**config.mk**
```make
export PLATFORM = sky130hd
export DESIGN_NAME = gia_irq_agg
export DESIGN_NICKNAME = d
export VERILOG_FILES = /design/src/gia_pkg.sv /design/src/gia_irq_agg.sv
export VERILOG_INCLUDE_DIRS = /design/src
export SDC_FILE = /design/constraint.sdc
export NUM_CORES = 1
export LEC_CHECK = 0
export BUFFER_PORTS_ARGS = -buffer_cell sky130_fd_sc_hd__buf_2
export CORE_UTILIZATION = 39
export DETAILED_ROUTE_END_ITERATION = 7
export GPL_TIMING_DRIVEN = 1
export PLACE_DENSITY = 0.61
export SLEW_MARGIN = 40
export SYNTH_ARGS = -nofsm -noshare
export SYNTH_HDL_FRONTEND = slang
export SYNTH_SLANG_ARGS = --single-unit
export TNS_END_PERCENT = 10
```
**constraint.sdc**
```tcl
create_clock -name clk -period 2.6 [get_ports clk]
set_input_delay 0.52 -clock clk [delete_from_list [all_inputs] [get_ports clk]]
set_output_delay 0.52 -clock clk [all_outputs]
set_load 0.03 [all_outputs]
```
**src/gia_defs.svh**
```systemverilog
// offsets, field positions, reset values and codes of the interrupt aggregator
`ifndef GIA_DEFS_SVH
`define GIA_DEFS_SVH
// register indices; byte address is four times the index
`define GIA_IDX_STAT1  6'h19
`define GIA_IDX_STAT2  6'h1A
`define GIA_IDX_PSTAT  6'h1E
`define GIA_IDX_MASK1  6'h21
`define GIA_IDX_MASK2  6'h22
`define GIA_IDX_PMASK  6'h26
// register and field geometry
`define GIA_REG_W      16
`define GIA_DATA_W     32
`define GIA_IDX_W      6
`define GIA_ADDR_MIN   8
`define GIA_IDX_LO     2
`define GIA_RTC_HI     7
`define GIA_RTC_LO     5
`define GIA_RTC_N      3
`define GIA_CNV_HI     8
`define GIA_CNV_LO     4
`define GIA_CNV_N      5
`define GIA_PIN_DEF    13
// reset values
`define GIA_MASK_RST   16'h0000
// AXI4-Lite response codes
`define GIA_RESP_OKAY  2'h0
`define GIA_RESP_SLV   2'h2
`endif

```
**src/gia_pkg.sv**
```systemverilog
// types shared by the interrupt aggregator
package gia_pkg;
  `include "gia_defs.svh"

  // complete state of the aggregator, registered as one word
  typedef struct packed {
    logic [`GIA_REG_W-1:0]  pin_flag;
    logic [`GIA_CNV_N-1:0]  cnv_flag;
    logic [`GIA_RTC_N-1:0]  rtc_flag;
    logic [`GIA_REG_W-1:0]  pin_mask;
    logic [`GIA_CNV_N-1:0]  cnv_mask;
    logic [`GIA_RTC_N-1:0]  rtc_mask;
    logic [`GIA_CNV_N-1:0]  cnv_prev;
    logic [`GIA_RTC_N-1:0]  rtc_prev;
    logic                   aw_hold;
    logic [`GIA_IDX_W-1:0]  aw_idx;
    logic                   aw_ok;
    logic                   w_hold;
    logic [`GIA_REG_W-1:0]  w_data;
    logic [1:0]             w_strb;
    logic                   awready;
    logic                   wready;
    logic                   bvalid;
    logic [1:0]             bresp;
    logic                   arready;
    logic                   rvalid;
    logic [`GIA_DATA_W-1:0] rdata;
    logic [1:0]             rresp;
    logic                   pin_irq;
    logic                   cnv_irq;
    logic                   rtc_irq;
    logic                   irq;
  } gia_state_t;
endpackage

```
**src/gia_irq_agg.sv**
```systemverilog
// interrupt aggregator for pin, converter and clock flags behind AXI4-Lite
// Behaviour
// [RULE_01] thirteen pin sources form one pin interrupt
// [RULE_02] pin n flag at status bit n
// [RULE_03] pin trigger condition comes from pin logic
// [RULE_04] status flags clear when their register reads
// [RULE_05] pin mask bits 12:0, one masks
// [RULE_06] every mask bit resets to zero
// [RULE_07] converter flags in bits 8:4 of status two
// [RULE_08] data ready, comparators four..one, rising edge
// [RULE_09] mask two bits 8:4 mask converter flags
// [RULE_10] clock flags in bits 7:5 of status one
// [RULE_11] periodic, second, alarm flags on rising edge
// [RULE_12] mask one bits 7:5 mask clock flags
// [RULE_13] group interrupt high while unmasked flag set
//
// Added by the designer: the AXI4-Lite interface to the registers.
`timescale 1ns/1ns
`include "gia_defs.svh"

module gia_irq_agg
  import gia_pkg::*;
#(
  parameter int NPINS  = `GIA_PIN_DEF, // pin sources
  parameter int ADDR_W = `GIA_ADDR_MIN // byte address width
) (
  input  wire logic              clk,                 // 100 MHz clock
  input  wire logic              nrst,                // async reset
  input  wire logic [NPINS-1:0]  pin_trig,            // qualified pin events
  input  wire logic [4:0]        conv_evt,            // ready, comp 4..1
  input  wire logic [2:0]        rtc_evt,             // periodic, second, alarm
  input  wire logic [ADDR_W-1:0] awaddr,              // write address
  input  wire logic [2:0]        awprot,              // unused
  input  wire logic              awvalid,             // write address valid
  output logic                   awready,             // write address ready
  input  wire logic [31:0]       wdata,               // write data
  input  wire logic [3:0]        wstrb,               // byte strobes
  input  wire logic              wvalid,              // write data valid
  output logic                   wready,              // write data ready
  output logic [1:0]             bresp,               // write response
  output logic                   bvalid,              // response valid
  input  wire logic              bready,              // response ready
  input  wire logic [ADDR_W-1:0] araddr,              // read address
  input  wire logic [2:0]        arprot,              // unused
  input  wire logic              arvalid,             // read address valid
  output logic                   arready,             // read address ready
  output logic [31:0]            rdata,               // read data
  output logic [1:0]             rresp,               // read response
  output logic                   rvalid,              // read data valid
  input  wire logic              rready,              // read data ready
  output logic                   pin_group_irq,       // pin group interrupt
  output logic                   converter_group_irq, // converter group
  output logic                   rtc_group_irq,       // clock group
  output logic                   irq                  // any group
);

  localparam logic [`GIA_REG_W-1:0] PIN_VALID =
    `GIA_REG_W'((33'h1 << NPINS) - 33'h1);

  // refuse geometries the register layout cannot hold
  if (NPINS < 1 || NPINS > `GIA_REG_W) begin : g_chk_pins
    $error("pin count must fit one register");
  end
  if (ADDR_W < `GIA_ADDR_MIN) begin : g_chk_addr
    $error("address too narrow for the register map");
  end

  gia_state_t s_r;
  gia_state_t s_nxt;

  // word index of a byte address
  function automatic logic [`GIA_IDX_W-1:0] f_idx(input logic [ADDR_W-1:0] a);
    f_idx = a[`GIA_IDX_LO +: `GIA_IDX_W];
  endfunction

  // aligned, in range and naming a register
  function automatic logic f_ok(input logic [ADDR_W-1:0] a);
    logic [`GIA_IDX_W-1:0] i;
    logic                  hit;
    i   = f_idx(a);
    hit = (i == `GIA_IDX_STAT1) || (i == `GIA_IDX_STAT2) ||
          (i == `GIA_IDX_PSTAT) || (i == `GIA_IDX_MASK1) ||
          (i == `GIA_IDX_MASK2) || (i == `GIA_IDX_PMASK);
    f_ok = hit && (a[`GIA_IDX_LO-1:0] == '0) &&
           ((a >> (`GIA_IDX_LO + `GIA_IDX_W)) == '0);
  endfunction

  // byte-lane merge of new data into an old register value
  function automatic logic [`GIA_REG_W-1:0] f_merge(
    input logic [`GIA_REG_W-1:0] old,
    input logic [`GIA_REG_W-1:0] dat,
    input logic [1:0]            stb
  );
    f_merge = old;
    if (stb[0]) begin
      f_merge[7:0] = dat[7:0];
    end
    if (stb[1]) begin
      f_merge[15:8] = dat[15:8];
    end
  endfunction

  // register image as software sees it; unused bits read zero
  function automatic logic [`GIA_REG_W-1:0] f_read(
    input logic [`GIA_IDX_W-1:0] i,
    input gia_state_t            s
  );
    f_read = '0;
    case (i)
      `GIA_IDX_STAT1: f_read[`GIA_RTC_HI:`GIA_RTC_LO] = s.rtc_flag;
      `GIA_IDX_STAT2: f_read[`GIA_CNV_HI:`GIA_CNV_LO] = s.cnv_flag;
      // [RULE_02] pin n at bit n
      `GIA_IDX_PSTAT: f_read = s.pin_flag;
      `GIA_IDX_MASK1: f_read[`GIA_RTC_HI:`GIA_RTC_LO] = s.rtc_mask;
      `GIA_IDX_MASK2: f_read[`GIA_CNV_HI:`GIA_CNV_LO] = s.cnv_mask;
      `GIA_IDX_PMASK: f_read = s.pin_mask;
      default:        f_read = '0;
    endcase
  endfunction

  // next state: events, bus writes, bus reads, interrupt outputs
  always_comb begin
    logic [`GIA_REG_W-1:0] p_set;
    logic [`GIA_REG_W-1:0] p_clr;
    logic [`GIA_CNV_N-1:0] c_set;
    logic [`GIA_CNV_N-1:0] c_clr;
    logic [`GIA_RTC_N-1:0] r_set;
    logic [`GIA_RTC_N-1:0] r_clr;
    logic [`GIA_REG_W-1:0] wd;
    logic [`GIA_REG_W-1:0] mg;
    logic [`GIA_IDX_W-1:0] ri;
    p_set = '0;
    p_clr = '0;
    c_set = '0;
    c_clr = '0;
    r_set = '0;
    r_clr = '0;
    wd    = '0;
    mg    = '0;
    ri    = '0;
    s_nxt = s_r;

    // [RULE_03] pin triggers arrive qualified
    // pin logic picks edge or level; each high cycle is an event
    p_set = `GIA_REG_W'(pin_trig) & PIN_VALID;
    // [RULE_08] converter rising edges
    c_set = conv_evt & ~s_r.cnv_prev;
    // [RULE_11] clock rising edges
    r_set = rtc_evt & ~s_r.rtc_prev;
    s_nxt.cnv_prev = conv_evt;
    s_nxt.rtc_prev = rtc_evt;

    // address and data are taken apart, in either order
    if (awvalid && s_r.awready) begin
      s_nxt.aw_hold = 1'b1;
      s_nxt.aw_idx  = f_idx(awaddr);
      s_nxt.aw_ok   = f_ok(awaddr);
    end
    if (wvalid && s_r.wready) begin
      s_nxt.w_hold = 1'b1;
      s_nxt.w_data = wdata[`GIA_REG_W-1:0];
      s_nxt.w_strb = wstrb[1:0];
    end
    if (s_r.bvalid && bready) begin
      s_nxt.bvalid = 1'b0;
    end

    // perform the write once both halves are held
    if (s_r.aw_hold && s_r.w_hold && !s_r.bvalid) begin
      s_nxt.aw_hold = 1'b0;
      s_nxt.w_hold  = 1'b0;
      s_nxt.bvalid  = 1'b1;
      s_nxt.bresp   = s_r.aw_ok ? `GIA_RESP_OKAY : `GIA_RESP_SLV;
      // unstrobed lanes clear nothing on the status registers
      wd = f_merge('0, s_r.w_data, s_r.w_strb);
      if (s_r.aw_ok) begin
        case (s_r.aw_idx)
          `GIA_IDX_STAT1: r_clr = wd[`GIA_RTC_HI:`GIA_RTC_LO];
          `GIA_IDX_STAT2: c_clr = wd[`GIA_CNV_HI:`GIA_CNV_LO];
          `GIA_IDX_PSTAT: p_clr = wd;
          `GIA_IDX_MASK1: begin
            mg = f_merge(f_read(`GIA_IDX_MASK1, s_r), s_r.w_data, s_r.w_strb);
            // [RULE_12] clock mask bits 7:5
            s_nxt.rtc_mask = mg[`GIA_RTC_HI:`GIA_RTC_LO];
          end
          `GIA_IDX_MASK2: begin
            mg = f_merge(f_read(`GIA_IDX_MASK2, s_r), s_r.w_data, s_r.w_strb);
            // [RULE_09] converter mask bits 8:4
            s_nxt.cnv_mask = mg[`GIA_CNV_HI:`GIA_CNV_LO];
          end
          `GIA_IDX_PMASK: begin
            mg = f_merge(s_r.pin_mask, s_r.w_data, s_r.w_strb);
            // [RULE_05] pin mask bits 12:0
            s_nxt.pin_mask = mg & PIN_VALID;
          end
          default: ;
        endcase
      end
    end

    // read path: one read at a time, data latched at acceptance
    if (s_r.rvalid && rready) begin
      s_nxt.rvalid = 1'b0;
    end
    if (arvalid && s_r.arready) begin
      ri           = f_idx(araddr);
      s_nxt.rvalid = 1'b1;
      if (f_ok(araddr)) begin
        s_nxt.rresp = `GIA_RESP_OKAY;
        s_nxt.rdata = `GIA_DATA_W'(f_read(ri, s_r));
        // [RULE_04] clear on read
        // the image is taken before the clear, so nothing is lost
        case (ri)
          `GIA_IDX_STAT1: r_clr = r_clr | s_r.rtc_flag;
          `GIA_IDX_STAT2: c_clr = c_clr | s_r.cnv_flag;
          `GIA_IDX_PSTAT: p_clr = p_clr | s_r.pin_flag;
          default: ;
        endcase
      end else begin
        s_nxt.rresp = `GIA_RESP_SLV;
        s_nxt.rdata = '0;
      end
    end

    // [RULE_01] sticky pin flags, set beats clear
    s_nxt.pin_flag = ((s_r.pin_flag & ~p_clr) | p_set) & PIN_VALID;
    // [RULE_07] sticky converter flags
    s_nxt.cnv_flag = (s_r.cnv_flag & ~c_clr) | c_set;
    // [RULE_10] sticky clock flags
    s_nxt.rtc_flag = (s_r.rtc_flag & ~r_clr) | r_set;

    // ready flags follow the held halves and pending answers
    s_nxt.awready = !s_nxt.aw_hold && !s_nxt.bvalid;
    s_nxt.wready  = !s_nxt.w_hold && !s_nxt.bvalid;
    s_nxt.arready = !s_nxt.rvalid;

    // [RULE_13] group interrupts from unmasked flags
    // taken from next state so outputs track the flags exactly
    s_nxt.pin_irq = |(s_nxt.pin_flag & ~s_nxt.pin_mask);
    s_nxt.cnv_irq = |(s_nxt.cnv_flag & ~s_nxt.cnv_mask);
    s_nxt.rtc_irq = |(s_nxt.rtc_flag & ~s_nxt.rtc_mask);
    s_nxt.irq     = s_nxt.pin_irq || s_nxt.cnv_irq || s_nxt.rtc_irq;
  end

  // state register
  always_ff @(posedge clk or negedge nrst) begin
    if (!nrst) begin
      // [RULE_06] masks clear at reset
      s_r <= '0;
    end else begin
      s_r <= s_nxt;
    end
  end

  // outputs straight from the state register
  assign awready             = s_r.awready;
  assign wready              = s_r.wready;
  assign bvalid              = s_r.bvalid;
  assign bresp               = s_r.bresp;
  assign arready             = s_r.arready;
  assign rvalid              = s_r.rvalid;
  assign rdata               = s_r.rdata;
  assign rresp               = s_r.rresp;
  assign pin_group_irq       = s_r.pin_irq;
  assign converter_group_irq = s_r.cnv_irq;
  assign rtc_group_irq       = s_r.rtc_irq;
  assign irq                 = s_r.irq;

  // read acceptance of the pin status register
  logic rd_pin;
  assign rd_pin = arvalid && s_r.arready && f_ok(araddr) &&
                  (f_idx(araddr) == `GIA_IDX_PSTAT);

  // rising edges seen this cycle; named so the checks can look back at them
  logic [`GIA_CNV_N-1:0] cnv_rise;
  logic [`GIA_RTC_N-1:0] rtc_rise;
  assign cnv_rise = conv_evt & ~s_r.cnv_prev;
  assign rtc_rise = rtc_evt & ~s_r.rtc_prev;
endmodule // gia_irq_agg

```
==> reports/qor.log <==
[status] run status finished clean
[clocking] clk slew on worst S/H paths 0.07 ns
[clocking] count of clock tree sinks 104
[hold_path] type of the worst min-delay path input pin to async pin
[routing] starting DRC count in detailed routing 255
[sta] minimum setup slack in the final design 0.111 ns
[setup_path] worst reg2reg path startpoint bvalid
[placement] Cells after DPL 682
[cells_and_area] register name with the most flops s_r
[global_routing] number of global-route vias before repair 3481
[synthesis] Post-Synthesis Cell Area 4930 sq um
[floorplan] die footprint 13100 sq um
[synthesis] main flop type after synthesis dfrtp_1
[setup_path] Register-to-Register Setup Slack 0.11 ns
[synthesis] post-synthesis async set-or-reset flop share 100%
[sta] pins over their slew limit 0
[routing] number of detailed-route iterations in the first pass 4
[pwr] total power after layout 4.56 mW
[global_routing] overall global routing resource usage 18.8%
[cells_and_area] post-route non-filler standard cell count 703
[routing] antenna violation net count after detailed routing 0
[sta] Worst Clk Skew 0.00764 ns
[placement] worst slack after detailed placement -0.115 ns
[routing] Routed WL 11400 um
[floorplan] area of the core 12200 sq um
[routing] wire per inst 16.2 um
[placement] Final HPWL DP 8700 um
[clocking] CTS buffer count 9
[global_routing] final global-route overflow total 0
[floorplan] standard-cell row count 40
[placement] placer's final routability congestion estimate 0.811
[run] Max Cap Violations 0
[synthesis] sequential area share after synthesis 52.8%
[pwr] LEAKAGE 3.05 nW
[sta] count of endpoints failing setup in the final report 0
[setup_path] worst reg-to-reg path cell count 7
[cells_and_area] most frequent cells in the layout 104 x dfrtp_1, 84 x buf_2, 43 x inv_1
[sta] final critical-path share of the clock period 95.7%
[clocking] maximum level of the CTS H-tree 3
[setup_path] Startpoint Class flop
[sta] fin crit period 2.49 ns
[cells_and_area] most common library cell in the layout ignoring fill and taps dfrtp_1
[sta] Least-Margin Pin Slew 0.738 ns
[placement] IO Port Bufs 85
[floorplan] count of boundary I/O pins 131
[routing] Via-to-Cell Ratio 5.07
[global_routing] antenna violations before repair 1
[routing] total DRC errors in the routed layout 0
[setup_path] maximum fanout along the worst path 5
[cells_and_area] final core utilization 49.0%
[setup_path] start-to-end type of the worst setup path flop to flop
[synthesis] YS warnings 0
[synthesis] number of distinct standard cells referenced by the synthesized netlist 56
[clocking] clock tree from TritonCTS built
[clocking] maximum buffer depth of the clock tree 2
[sta] worst-case headroom to the max-slew limit 50.8%
[pwr] peak supply drop 0.450 mV
[cells_and_area] growth of design area from synthesis to finish 20.8%
[synthesis] EDFF count, synth 0
[pwr] Pwr Density 766 nW/um^2
[sta] setup repair after global routing missed its margin no
[setup_path] required time at the endpoint of the critical path 2.82 ns
[cells_and_area] final net count 615
[floorplan] Die Y 114 um
[global_routing] largest net degree at the start of global routing 45
[clocking] CTS Hold Buffers Added 0
[floorplan] Initial Util 40.6%
[sta] Fmax 402 MHz
[floorplan] die extent in x 114 um
[setup_path] critical path endpoint category flop
[synthesis] #FFs+latches synth 104
[synthesis] Post-Synthesis Mean Instance Area 11.5 sq um
[setup_path] worst r2r dst irq
[global_routing] wire length of the first global-routing pass 18300 um
[synthesis] synthesized instance count 428
[cells_and_area] fraction of layout cells with a size suffix above 1 36.1%
[setup_path] Worst EP arrival 2.71 ns
[sta] Final Hold Vio Count 0
[cells_and_area] number of flip-flops in the largest register 74
[clocking] root buffer selected by CTS clkbuf_16
[clocking] clock insertion delay at the later pin of the skew report 0.35 ns
[routing] count of vias placed by the detailed router 3565
[cells in the mapped netlist, types with 4 or more instances]
| library cell | n | share of area [%] |
|---|---|---|
| a21oi_1 | 10 | 1.0 |
| a221oi_1 | 5 | 0.89 |
| a222oi_1 | 10 | 2.0 |
| a22o_1 | 8 | 1.4 |
| a22oi_1 | 7 | 1.1 |
| a311oi_1 | 7 | 1.2 |
| a32o_1 | 5 | 1.0 |
| and2_1 | 7 | 0.89 |
| buf_4 | 38 | 5.8 |
| clkbuf_1 | 8 | 0.61 |
| dfrtp_1 | 104 | 53 |
| inv_1 | 43 | 3.3 |
| mux2_2 | 29 | 6.6 |
| mux2i_1 | 15 | 3.0 |
| nand2_1 | 12 | 0.91 |
| nand2b_1 | 7 | 0.89 |
| nand4_1 | 17 | 2.2 |
| nor2_1 | 13 | 0.99 |
| nor2b_1 | 7 | 0.89 |
| nor3b_1 | 4 | 0.61 |
| nor4_1 | 4 | 0.51 |
| o21ai_0 | 8 | 0.81 |
| or2_2 | 4 | 0.51 |
[critical path, stage by stage (launching register included)]
cell and delay, ns:
dfrtp_1 0.39, and4b_2 0.39, buf_6 0.13, and3_2 0.18, a311oi_1 0.11, a222oi_1 0.41
nand4_1 0.21, or4_1 0.55
[power breakdown]
part           switching (mW)  internal (mW)  total (mW)
registers               0.244           1.85        2.09
logic                   0.458          0.402       0.860
clock network           0.584           1.02        1.61
[per-stage QoR]
| stage | cell area (sq um) | hold WS (ns) | setup TNS (ns) |
|---|---|---|---|
| after global routing | 5950 | 0.204 | 0 |
| after detailed placement | 5530 | 0.470 | -0.115 |
| after CTS | 5890 | 0.197 | 0 |
| after floorplan | 5000 | 0.224 | 0 |
| after global placement | 5530 | 0.459 | -0.0949 |
| final | 5960 | 0.162 | 0 |
[kinds of logic after synthesis]
| logic type | after synthesis | share of synthesized area [%] |
|---|---|---|
| AOI/OAI and AO/OA | 78 | 12.5 |
| buffers and inverters | 97 | 11.4 |
| DFF | 104 | 52.8 |
| muxes | 44 | 9.66 |
| other | 1 | 0.0760 |
| and+or+nand+nor | 104 | 13.5 |
[area by class of cell]
class | count | area (sq um)
timing repair buffer | 127 | 767
antenna | 1 | 2.50
fill | 1132 | 6210
multi-input combinational | 244 | 1850
clock buffer | 12 | 267
inverter | 43 | 161
tap | 168 | 210
clock inverter | 4 | 98.8
sequential | 104 | 2600
[worst max-delay path by stage]
stage	depth (start not counted)	slack [ns]	endpoint	start
finish	7	0.11	irq	bvalid
global route	7	0.00001	irq	bvalid
global placement	7	-0.09	irq	araddr[0]
floorplan	8	0.15	irq	bvalid
CTS	7	0.03	irq	s_r[68]
detailed placement	7	-0.12	irq	araddr[0]
[repair_timing]
action / 4_1_cts / 5_1_grt
endpoints found under the setup margin: 0 / 1
setup buffers: 0 / 4
gates resized for setup: 0 / 7
[metal layers]
metal | part of all wire (%) | track usage (%) | vias to the layer above
li1 | - | - | 1706
met5 | 0 | 0 | -
met4 | 1.7 | 7.10 | 0
met1 | 47 | 26.2 | 1733
met3 | 6.3 | 4.66 | 13
met2 | 45 | 28.2 | 113
(Power assumes the default switching activity.)
